$ cat src/logic/sioc_params.svh
// Register offsets, field layouts, reset values and timing counts for line control
`ifndef SIOC_PARAMS_SVH
`define SIOC_PARAMS_SVH
`define SIOC_NUM_LINES        6
`define SIOC_OFF_LINE_PICK    8'h00
`define SIOC_OFF_LINE_CFG     8'h04
`define SIOC_OFF_SETTLE       8'h08
`define SIOC_OFF_LEVEL        8'h0c
`define SIOC_OFF_SNAPSHOT     8'h10
`define SIOC_CFG_ROLE_LSB     0
`define SIOC_CFG_FLIP_BIT     2
`define SIOC_CFG_DRIVE_BIT    3
`define SIOC_CFG_LEVEL_BIT    4
`define SIOC_CLK_MHZ          250
`define SIOC_SETTLE_RST       16'h000a
`define SIOC_ROLE_RST         2'h1
`endif

$ cat src/logic/sioc_pkg.sv
// Types shared by the line control block
`default_nettype none
package sioc_pkg;
    typedef enum logic [1:0] {
        SIOC_ROLE_QUAD = 2'h0,
        SIOC_ROLE_IN   = 2'h1,
        SIOC_ROLE_OUT  = 2'h2
    } sioc_role_t;
    typedef enum logic {
        SIOC_DRV_OFF  = 1'b0,
        SIOC_DRV_HOST = 1'b1
    } sioc_drive_t;
    typedef enum logic [1:0] {
        SIOC_RD_IDLE,
        SIOC_RD_RESP
    } sioc_rd_state_t;
endpackage
`default_nettype wire

$ cat src/logic/sioc_line_control.sv
// AXI4-Lite controlled six-line I/O block with debounce, inversion and host drive
//
// Overview of operation
// - All per-line settings and level reads act on the line chosen by line_pick.
// - Each line role reads back as quadrature input, general input or output.
// - Level reading returns present logical level of selected line, input or output.
// - With polarity_flip on, the line's logical sense is inverted before use.
// - Input transitions are accepted only after settle_time_us of stability; the code counts shared ticks, so as little as settle_time_us minus one.
// - drive_select picks the output source; off leaves the pin undriven.
// - With host_driven, the pin follows host_drive_level.
// - host_drive_level is active or inactive, asserting or deasserting the line.
// - all_lines_snapshot returns every line's level sampled at the read.
// - Snapshot bits ordered by line number from the first line upward.
//
// The implementer's own choices: the AXI4-Lite interface to the registers and the register addresses.
`timescale 1ns/1ps
`default_nettype none
`include "sioc_params.svh"
module sioc_line_control (
    input  wire logic        clk_sys,
    input  wire logic        reset_n,
    input  wire logic        clk_en,
    input  wire logic [7:0]  s_axi_awaddr,
    input  wire logic        s_axi_awvalid,
    output logic             s_axi_awready,
    input  wire logic [31:0] s_axi_wdata,
    input  wire logic [3:0]  s_axi_wstrb,
    input  wire logic        s_axi_wvalid,
    output logic             s_axi_wready,
    output logic [1:0]       s_axi_bresp,
    output logic             s_axi_bvalid,
    input  wire logic        s_axi_bready,
    input  wire logic [7:0]  s_axi_araddr,
    input  wire logic        s_axi_arvalid,
    output logic             s_axi_arready,
    output logic [31:0]      s_axi_rdata,
    output logic [1:0]       s_axi_rresp,
    output logic             s_axi_rvalid,
    input  wire logic        s_axi_rready,
    input  wire logic [5:0]  line_in,
    output logic [5:0]       line_out,
    output logic [5:0]       line_oe
);
    import sioc_pkg::*;

    localparam int NL = `SIOC_NUM_LINES;

    logic [2:0]       line_pick_q;
    sioc_role_t       role_q [NL];
    logic [NL-1:0]    flip_q;
    sioc_drive_t      drive_q [NL];
    logic [NL-1:0]    host_lvl_q;
    logic [15:0]      settle_us_q;
    logic [NL-1:0]    sync1_q;
    logic [NL-1:0]    sync2_q;
    logic [NL-1:0]    deb_q;
    logic [NL-1:0]    logic_lvl;
    logic             aw_hold_q;
    logic             w_hold_q;
    logic [7:0]       awaddr_q;
    logic [31:0]      wdata_q;
    logic [3:0]       wstrb_q;
    sioc_rd_state_t   rd_state_q;

    function automatic logic pick_ok(input logic [2:0] p);
        return p < 3'(NL);
    endfunction

    // Pins are asynchronous: two flops before any logic
    always_ff @(posedge clk_sys) begin
        if (!reset_n) begin
            sync1_q <= '0;
            sync2_q <= '0;
        end else if (clk_en) begin
            sync1_q <= line_in;
            sync2_q <= sync1_q;
        end
    end

    // One microsecond tick shared by all debouncers
    logic [7:0] us_cnt_q;
    logic       us_tick;
    assign us_tick = (us_cnt_q == 8'(`SIOC_CLK_MHZ - 1));
    always_ff @(posedge clk_sys) begin
        if (!reset_n) begin
            us_cnt_q <= 8'h00;
        end else if (clk_en) begin
            us_cnt_q <= us_tick ? 8'h00 : us_cnt_q + 8'h01;
        end
    end

    genvar g;
    generate
        for (g = 0; g < NL; g++) begin : g_line
            logic [15:0] cnt_q;
            // Raw change restarts the settle count
            always_ff @(posedge clk_sys) begin
                if (!reset_n) begin
                    cnt_q    <= 16'h0000;
                    deb_q[g] <= 1'b0;
                end else if (clk_en) begin
                    if (sync2_q[g] == deb_q[g]) begin
                        cnt_q <= 16'h0000;
                    end else if (cnt_q >= settle_us_q) begin
                        deb_q[g] <= sync2_q[g];
                        cnt_q    <= 16'h0000;
                    end else if (us_tick) begin
                        cnt_q <= cnt_q + 16'h0001;
                    end
                end
            end
            // Output lines report their driven level, inputs their debounced one
            assign logic_lvl[g] = ((role_q[g] == SIOC_ROLE_OUT) ? host_lvl_q[g] : deb_q[g])
                                  ^ flip_q[g];
            always_ff @(posedge clk_sys) begin
                if (!reset_n) begin
                    line_out[g] <= 1'b0;
                    line_oe[g]  <= 1'b0;
                end else if (clk_en) begin
                    // Off leaves the pin open; level only matters when host driven
                    line_oe[g]  <= (role_q[g] == SIOC_ROLE_OUT)
                                   && (drive_q[g] == SIOC_DRV_HOST);
                    line_out[g] <= host_lvl_q[g] ^ flip_q[g];
                end
            end
        end
    endgenerate

    // Write channel: address and data taken in either order
    logic do_write;
    assign do_write = aw_hold_q && w_hold_q && !s_axi_bvalid;
    always_ff @(posedge clk_sys) begin
        if (!reset_n) begin
            aw_hold_q     <= 1'b0;
            w_hold_q      <= 1'b0;
            awaddr_q      <= 8'h00;
            wdata_q       <= 32'h0000_0000;
            wstrb_q       <= 4'h0;
            s_axi_awready <= 1'b0;
            s_axi_wready  <= 1'b0;
            s_axi_bvalid  <= 1'b0;
            s_axi_bresp   <= 2'h0;
        end else if (clk_en) begin
            s_axi_awready <= !aw_hold_q && !s_axi_awready && !s_axi_bvalid;
            s_axi_wready  <= !w_hold_q && !s_axi_wready && !s_axi_bvalid;
            if (s_axi_awvalid && s_axi_awready) begin
                aw_hold_q     <= 1'b1;
                awaddr_q      <= s_axi_awaddr;
                s_axi_awready <= 1'b0;
            end
            if (s_axi_wvalid && s_axi_wready) begin
                w_hold_q     <= 1'b1;
                wdata_q      <= s_axi_wdata;
                wstrb_q      <= s_axi_wstrb;
                s_axi_wready <= 1'b0;
            end
            if (do_write) begin
                aw_hold_q    <= 1'b0;
                w_hold_q     <= 1'b0;
                s_axi_bvalid <= 1'b1;
                s_axi_bresp  <= (awaddr_q == `SIOC_OFF_LINE_PICK
                                 || awaddr_q == `SIOC_OFF_LINE_CFG
                                 || awaddr_q == `SIOC_OFF_SETTLE) ? 2'h0 : 2'h2;
            end else if (s_axi_bvalid && s_axi_bready) begin
                s_axi_bvalid <= 1'b0;
            end
        end
    end

    // Register updates; per-line config lands on the picked line only
    always_ff @(posedge clk_sys) begin
        if (!reset_n) begin
            line_pick_q <= 3'h0;
            settle_us_q <= `SIOC_SETTLE_RST;
            flip_q      <= '0;
            host_lvl_q  <= '0;
            for (int i = 0; i < NL; i++) begin
                role_q[i]  <= sioc_role_t'(`SIOC_ROLE_RST);
                drive_q[i] <= SIOC_DRV_OFF;
            end
        end else if (clk_en && do_write && wstrb_q[0]) begin
            case (awaddr_q)
                `SIOC_OFF_LINE_PICK: begin
                    line_pick_q <= wdata_q[2:0];
                end
                `SIOC_OFF_LINE_CFG: begin
                    if (pick_ok(line_pick_q)) begin
                        if (wdata_q[`SIOC_CFG_ROLE_LSB +: 2] != 2'h3) begin
                            role_q[line_pick_q] <=
                                sioc_role_t'(wdata_q[`SIOC_CFG_ROLE_LSB +: 2]);
                        end
                        flip_q[line_pick_q]     <= wdata_q[`SIOC_CFG_FLIP_BIT];
                        drive_q[line_pick_q]    <=
                            sioc_drive_t'(wdata_q[`SIOC_CFG_DRIVE_BIT]);
                        host_lvl_q[line_pick_q] <= wdata_q[`SIOC_CFG_LEVEL_BIT];
                    end
                end
                `SIOC_OFF_SETTLE: begin
                    if (wstrb_q[1]) begin
                        settle_us_q <= wdata_q[15:0];
                    end else begin
                        settle_us_q <= {settle_us_q[15:8], wdata_q[7:0]};
                    end
                end
                default: begin
                end
            endcase
        end
    end

    // Read channel: one beat after the address, data sampled at that edge
    logic [31:0] rd_word;
    logic        rd_ok;
    always_comb begin
        rd_word = 32'h0000_0000;
        rd_ok   = 1'b1;
        case (s_axi_araddr)
            `SIOC_OFF_LINE_PICK: rd_word[2:0] = line_pick_q;
            `SIOC_OFF_LINE_CFG: begin
                if (pick_ok(line_pick_q)) begin
                    rd_word[`SIOC_CFG_ROLE_LSB +: 2] = role_q[line_pick_q];
                    rd_word[`SIOC_CFG_FLIP_BIT]      = flip_q[line_pick_q];
                    rd_word[`SIOC_CFG_DRIVE_BIT]     = drive_q[line_pick_q];
                    rd_word[`SIOC_CFG_LEVEL_BIT]     = host_lvl_q[line_pick_q];
                end
            end
            `SIOC_OFF_SETTLE: rd_word[15:0] = settle_us_q;
            `SIOC_OFF_LEVEL: begin
                if (pick_ok(line_pick_q)) begin
                    rd_word[0] = logic_lvl[line_pick_q];
                end
            end
            `SIOC_OFF_SNAPSHOT: rd_word[NL-1:0] = logic_lvl;
            default: rd_ok = 1'b0;
        endcase
    end

    always_ff @(posedge clk_sys) begin
        if (!reset_n) begin
            rd_state_q    <= SIOC_RD_IDLE;
            s_axi_arready <= 1'b0;
            s_axi_rvalid  <= 1'b0;
            s_axi_rdata   <= 32'h0000_0000;
            s_axi_rresp   <= 2'h0;
        end else if (clk_en) begin
            case (rd_state_q)
                SIOC_RD_IDLE: begin
                    s_axi_arready <= !s_axi_arready;
                    if (s_axi_arvalid && s_axi_arready) begin
                        s_axi_arready <= 1'b0;
                        s_axi_rvalid  <= 1'b1;
                        s_axi_rdata   <= rd_word;
                        s_axi_rresp   <= rd_ok ? 2'h0 : 2'h2;
                        rd_state_q    <= SIOC_RD_RESP;
                    end
                end
                SIOC_RD_RESP: begin
                    if (s_axi_rready) begin
                        s_axi_rvalid <= 1'b0;
                        rd_state_q   <= SIOC_RD_IDLE;
                    end
                end
                default: rd_state_q <= SIOC_RD_IDLE;
            endcase
        end
    end

    AST_OFF_UNDRIVEN: assert property (@(posedge clk_sys) disable iff (!reset_n)
        clk_en && drive_q[4] == SIOC_DRV_OFF |=> !line_oe[4])
        else $error("line 4 driven while drive select is off");
    AST_HOST_LEVEL: assert property (@(posedge clk_sys) disable iff (!reset_n)
        clk_en && role_q[4] == SIOC_ROLE_OUT && drive_q[4] == SIOC_DRV_HOST
        |=> line_oe[4] && line_out[4] == ($past(host_lvl_q[4]) ^ $past(flip_q[4])))
        else $error("line 4 pin does not follow host level");
    AST_SNAP_UPPER_ZERO: assert property (@(posedge clk_sys) disable iff (!reset_n)
        s_axi_arvalid && s_axi_arready && s_axi_araddr == `SIOC_OFF_SNAPSHOT && clk_en
        |=> s_axi_rvalid && s_axi_rdata[31:NL] == '0 && s_axi_rdata[NL-1:0] == $past(logic_lvl))
        else $error("snapshot layout wrong");
    AST_DEB_HOLD: assert property (@(posedge clk_sys) disable iff (!reset_n)
        clk_en && sync2_q[2] != deb_q[2] && g_line[2].cnt_q < settle_us_q |=> $stable(deb_q[2]))
        else $error("debounced level changed before settle time");
    AST_DEB_RESTART: assert property (@(posedge clk_sys) disable iff (!reset_n)
        clk_en && sync2_q[3] == deb_q[3] |=> g_line[3].cnt_q == 16'h0000)
        else $error("settle count not restarted");
    AST_LEVEL_READ: assert property (@(posedge clk_sys) disable iff (!reset_n)
        clk_en && s_axi_arvalid && s_axi_arready && s_axi_araddr == `SIOC_OFF_LEVEL
        && pick_ok(line_pick_q) |=> s_axi_rdata[0] == $past(logic_lvl[line_pick_q]))
        else $error("level read mismatch");
    AST_ROLE_VALID: assert property (@(posedge clk_sys) disable iff (!reset_n)
        role_q[0] != sioc_role_t'(2'h3))
        else $error("illegal role code");
    AST_PICK_WRITE: assert property (@(posedge clk_sys) disable iff (!reset_n)
        clk_en && do_write && wstrb_q[0] && awaddr_q == `SIOC_OFF_LINE_CFG
        && line_pick_q == 3'h4
        |=> {flip_q[5], flip_q[3:0]} == $past({flip_q[5], flip_q[3:0]}))
        else $error("config touched unpicked line");
endmodule // sioc_line_control
`default_nettype wire

$ cat config.mk
export PLATFORM = sky130hd
export DESIGN_NAME = sioc_line_control
export DESIGN_NICKNAME = d
export VERILOG_FILES = /design/src/logic/sioc_pkg.sv /design/src/logic/sioc_line_control.sv
export VERILOG_INCLUDE_DIRS = /design/src /design/src/logic
export SDC_FILE = /design/constraint.sdc
export NUM_CORES = 1
export LEC_CHECK = 0
export ABC_AREA = 1
export BUFFER_PORTS_ARGS = -buffer_cell sky130_fd_sc_hd__buf_2
export CORE_UTILIZATION = 55
export CTS_CLUSTER_SIZE = 28
export DETAILED_ROUTE_END_ITERATION = 10
export MAX_ROUTING_LAYER = met4
export PLACE_DENSITY = 0.83
export SLEW_MARGIN = 0
export SYNTH_ARGS = -nofsm -noshare
export SYNTH_HDL_FRONTEND = slang
export SYNTH_SLANG_ARGS = --single-unit
$ cat constraint.sdc
create_clock -name clk_sys -period 4.95 [get_ports clk_sys]
set_clock_uncertainty 0.2 [all_clocks]
set_input_delay 0.495 -clock clk_sys [delete_from_list [all_inputs] [get_ports clk_sys]]
set_output_delay 0.495 -clock clk_sys [all_outputs]
set_load 0.1 [all_outputs]
# == After elaboration in Yosys (flattened, before gate mapping) ==
# Memory sizes are Yosys's and may differ from the RTL's. A register that Yosys moved wholly into a read port is not among the register bits.
# Index checks and enable logic that the tools add are counted.
# word_totals
output_inout_bits,53
mem_bits_rw,18
inputBits,66
mem_count,2
ff_bits,220
# mem_list
memory,depth,width,read_ports,rd_clocked_by_memory_dff,wr,line_no,text
role_q,6,2,7,1,6,sioc_line_control.sv:49,sioc_role_t role_q [NL];
drive_q,6,1,7,1,6,sioc_line_control.sv:51,sioc_drive_t drive_q [NL];
# op_classes
n_bitwise,18
n_addsub,7
reduce_logical,69
magnitude_cmp,9
mux,82
eq_ne,23
# op_table
cell,count
16-bit two-way mux,18
16-bit by 1-bit adder with 16-bit output (second input constant),6
16-bit greater-or-equal comparator,6
1-bit two-way mux,38
2-bit AND reduction,15
3-bit AND reduction,10
8-bit by 4-bit == test with 1-bit output (second input constant),3
1-bit logical AND,19
3-bit two-way mux,6
3-bit nonzero test,6
8-bit by 3-bit == test with 1-bit output (second input constant),2
8-bit zero test,2
6-bit bitwise mux,2
2-bit == test (second input constant),6
1-bit bitwise XOR,12
10-bit two-way mux,1
2-bit two-way mux,5
1-bit binary-select mux with 3-bit select,3
8-bit by 1-bit adder with 8-bit output (second input constant),1
8-bit by 5-bit == test with 1-bit output (second input constant),1
8-bit == test (second input constant),1
8-bit two-way mux,1
2-bit one-hot mux with 4 select lines,1
2-bit nonzero test,4
other kinds (20),39

# == Depth between registers and ports, before layout ==
# logic_depth
depth_word,9
ltp_mapped,16
mapped_depth_nobuf,16

# == Worst setup path after synthesis ==
# Ideal clock, no wire load.
# synth_path
path_type,register to register
from,reg s_axi_bvalid
to,mem role_q[5][0] (netlist name) (enable)
period_less_slack_ns,2.421
path_stages_with_launch,10
setup_ns,0.327
arrival_ns,1.894
slack_ns,2.529
required_ns,4.423
n_path_buf,0
cell_sequence,dfxtp_1 -> nor2_2 -> nand3_2 -> inv_2 -> nand2_2 -> inv_2 -> nand4_2 -> nor2_1 -> inv_1 -> o21ai_0
# synth_lines
element,line_no,text
"start, declared",sioc_line_control.sv:31,"output logic s_axi_bvalid,"
"start signal, assigned",sioc_line_control.sv:141,s_axi_bvalid <= 1'b0;
"start signal, assigned",sioc_line_control.sv:160,s_axi_bvalid <= 1'b1;
"start signal, assigned",sioc_line_control.sv:165,s_axi_bvalid <= 1'b0;
"end, declared",sioc_line_control.sv:49,

# == Worst setup path in the final report ==
# layout_path
from,reg deb_q[5]
to,reg g_line[5].cnt_q[5]
# layout_via
elab_chain_cells,3
word_cells_on_any_way,4
cone_classes,eq/ne: 1; mux: 1; reduce/logical: 2
# layout_lines
element,line_no,text
"start, declared",sioc_line_control.sv:56,logic [NL-1:0] deb_q;
"start signal, assigned by index",sioc_line_control.sv:105,deb_q[g] <= sync2_q[g];
1-bit == test *,sioc_line_control.sv:102,if (sync2_q[g] == deb_q[g]) begin
3-bit nonzero test (no source line),--,
2-bit AND reduction (no source line),--,
"end signal, assigned",sioc_line_control.sv:108,cnt_q <= cnt_q + 16'h0001;
"end, declared",sioc_line_control.sv:95,logic [15:0] cnt_q;
# Mark *: on every way between the ends. The rest lies on a longest branch, timed or not.
# A chain may end at the register's enable or synchronous reset.

==> summary.txt <==
Drt
  • Drc violations: 0
  • Drt wl/cell: between 15 and 20 um
  • Via count: ~14000
  • Initial DRC count: ~1300
  • Number of iterations in the first detailed-routing pass: 5
  • Total wire length: 38.9 mm
  • Post-DR vias/cell: between 5 and 6
  • Detail Route Antenna Nets: 0

Clock tree
  • Total CTS buffers: 27
  • Hold buffer count at CTS: 5
  • Post-CTS sizing: 0
  • Clock transition at the registers of the reported paths: around 60 ps
  • Setup bufs post-CTS: 0
  • CTS H-tree depth: 1
  • Clk sinks: 243
  • Maximum clock insertion buffer count: 3
  • CTS tree: built
  • CTS root buffer: clkbuf_16
  • Worst-skew pair later-pin latency: roughly 560 ps

Cells and area
  • Total Nets Final: between 2000 and 2500
  • Fin area: around 16000 um^2
  • Area delta synth->final: 11.1%
  • ANT cells: 0
  • Most common cell after layout, fill and taps aside: nand2_1
  • Commonest non-fill, non-tap cells in the layout: nand2_1 (377), a21oi_1 (232), nand3_1 (230)
  • Final core utilization: 62.9%
  • Fraction of layout cells with a size suffix above 1: under 10%

Critical path
  • Required @ worst endpoint: a little over 5000 ps
  • CP Buf/Inv Count: 1
  • Crit path capture: g_line[5].cnt_q[5]
  • CP Launch Point: deb_q[5]
  • CP max-delay cell: xor2_1
  • Setup slack, reg-to-reg: around 1600 ps
  • Reg-to-reg endpoint: g_line[5].cnt_q[5]
  • Worst path arrival time: ~3600 ps
  • FF-to-FF path depth: 6
  • Delay of the slowest cell on the worst path: slightly below 900 ps
  • Crit Path Category: reg -> reg
  • Setup crit end kind: flop
  • Worst-path fanout max: 18
  • Critical path depth in cells: 6
  • CP top delay family: XOR/XNOR gates
  • CP Launch Type: flop
  • R2r startpoint: deb_q[5]
  • CP cell instances: xor2_1, inv_1, o21ai_2, nor2_1, nand3_1, a21oi_1

Global route
  • Final global-route overflow total: 0
  • Pin count of the biggest net entering global routing: between 90 and 100
  • Initial antenna violation count: 0
  • Vias in the first global route: 13100
  • GRT Total Usage: between 30% and 40%
  • First-pass GRT wire length: approximately 64 mm

Synthesis
  • Post-Syn Area per Cell: about 7 um^2
  • Xor/xnor cell area share of the yosys netlist: 4.87%
  • Library cells used by synthesis: 43
  • Mux contribution to synthesized area: 0%
  • Post-Synth Adder-Cell Area: under 10%
  • Area share of the largest cell type after synthesis: between 30 and 40%
  • Ys flop type: dfxtp_1
  • Ys async rst share: 0%
  • Seq/Total Area, Yosys: roughly a third
  • Area contributors post-synth: dfxtp_1 (31%), nand2_1 (9.8%), ha_1 (9.0%), a21oi_1 (8.1%), nand3_1 (8.0%)
  • Cell taking the most area after synthesis: dfxtp_1
  • Synth Area in Simple Gates: approximately 27%
  • Post-synthesis register bit count: 243
  • EDFF count, synth: 19
  • Synth Cell Area: ~14000 um^2
  • Compound-Gate Fraction of Synth Area: between 10% and 20%
  • Syn. warnings: 0
  • Synth Instances: between 2000 and 2500
  • Main combinational cell family by area after synthesis: simple AND/OR/NAND/NOR gates

Die
  • Core footprint: around 25000 um^2
  • Die ar.: between 20000 and 30000 um^2
  • Initial Utilization: about 57%
  • Num rows: between 50 and 60
  • Die H: 164 um
  • I/O pins: ~120
  • DIE WIDTH: ~160 um

Timing
  • Final Hold Violating Endpoints: 0
  • RSZ-0062 raised after global routing: no
  • Final min period: around 3400 ps
  • Worst Tran Pin Value: roughly 1100 ps
  • Setup TNS: 0 ps
  • Final worst path period share: approximately two thirds
  • Setup WS post-layout: approximately 1600 ps
  • Final setup vio count: 0
  • Slew headroom: between 20 and 30%
  • Slew Viols, Final: 0
  • Highest Clock Rate: 294 MHz

Outcome
  • Status: finished, final reports clean

Power
  • Peak supply drop: between 0.2 and 0.3 mV
  • Total Power: around 0.0048 W
  • Power per cell area: between 200 and 300 nW/um^2
  • Leak: 7.08 nW

Place
  • IO Port Bufs: about 80
  • Hpwl dp: approximately 27 mm
  • Dpl ws: 1600 ps
  • Routability Congestion: 0.947
  • Area post-placement: approximately 15000 um^2

Hold path
  • Hold Crit Class: in -> reg

Job
  • Max-cap viol count: 0
[worst min path at each step]
stage / from / end / slack [ps] / depth (start not counted)
3_5_place_dp: awaddr_q[1] / awaddr_q[1] / 250 / 2
2_1_floorplan: awaddr_q[6] / awaddr_q[6] / 230 / 2
3_3_place_gp: awaddr_q[5] / awaddr_q[5] / 240 / 2
5_1_grt: line_in[4] / sync1_q[4] / 20 / 3
4_1_cts: s_axi_wdata[10] / wdata_q[10] / 0.2 / 3
6_report: s_axi_wdata[10] / wdata_q[10] / 10 / 3
[layout make-up]
type                       instances  area [um^2]
sequential                       243         5050
multi-input combinational       1517         8130
inverter                         228          857
fill                            2236         9420
timing repair buffer              94          515
tap                              330          413
clock inverter                    19          292
clock buffer                      31          721
[worst register-to-register path, stage by stage, from the launching register on]
cell and delay (ps):
dfxtp_1 430, xor2_1 870, inv_1 270, o21ai_2 720, nor2_1 470, nand3_1 190, a21oi_1 80
[state kept, by name, indices dropped and copies added, names as in the netlist, 2 cells and up, named ones only]
name and count:
line_pick_q 3, sync2_q 6, flip_q 6, wdata_q 16, drive_q 8, wstrb_q 2, g_line.cnt_q 96, s_axi_rdata 16
host_lvl_q 6, role_q 16, line_oe 6, deb_q 6, line_out 6, us_cnt_q 8, settle_us_q 16, sync1_q 6
awaddr_q 8
[cell families after synthesis]
| kind of cell | Yosys count |
|---|---|
| simple gates | 908 |
| compound gates | 401 |
| xor+xnor | 80 |
| buf+inv | 317 |
| flops | 243 |
| fa+ha+maj | 104 |
| other cells | 1 |
[synthesized netlist by cell type (2+ instances only)]
cell / instances
o21a_1: 5
and3_1: 4
and2_1: 6
a211oi_1: 4
a21oi_1: 232
xor2_1: 62
o21ai_2: 5
ha_1: 104
inv_2: 5
inv_1: 222
nand4_1: 28
nor2_2: 2
o21bai_1: 10
nand2_2: 3
buf_4: 19
nand2_1: 377
nor3_1: 31
o21ai_0: 127
edfxtp_1: 19
nand3b_1: 8
dfxtp_1: 224
o211ai_1: 5
o22ai_1: 7
xnor2_1: 18
nand3_1: 230
nor3b_1: 3
nor2_1: 211
clkbuf_1: 51
buf_2: 18
[report_power, final]
group / internal (W) / switching [W]
registers: 0.00202 / 0.0000310
logic: 0.0000863 / 0.000345
clock network: 0.00141 / 0.000862
total: 0.00352 / 0.00124
[stage by stage]
stage,hold WS [ps],cells
4_1_cts,0.245,2462
2_1_floorplan,229,2077
5_1_grt,23.7,2462
6_report,13.1,2462
3_5_place_dp,248,2407
3_3_place_gp,240,2407
[layer usage]
metal,global-route usage [%],routed length (um)
met1,39.7,17000
met2,47.5,17500
met3,3.26,3000
met4,12.7,1360
met5,-,0
Power figures use the tool's default switching activity.
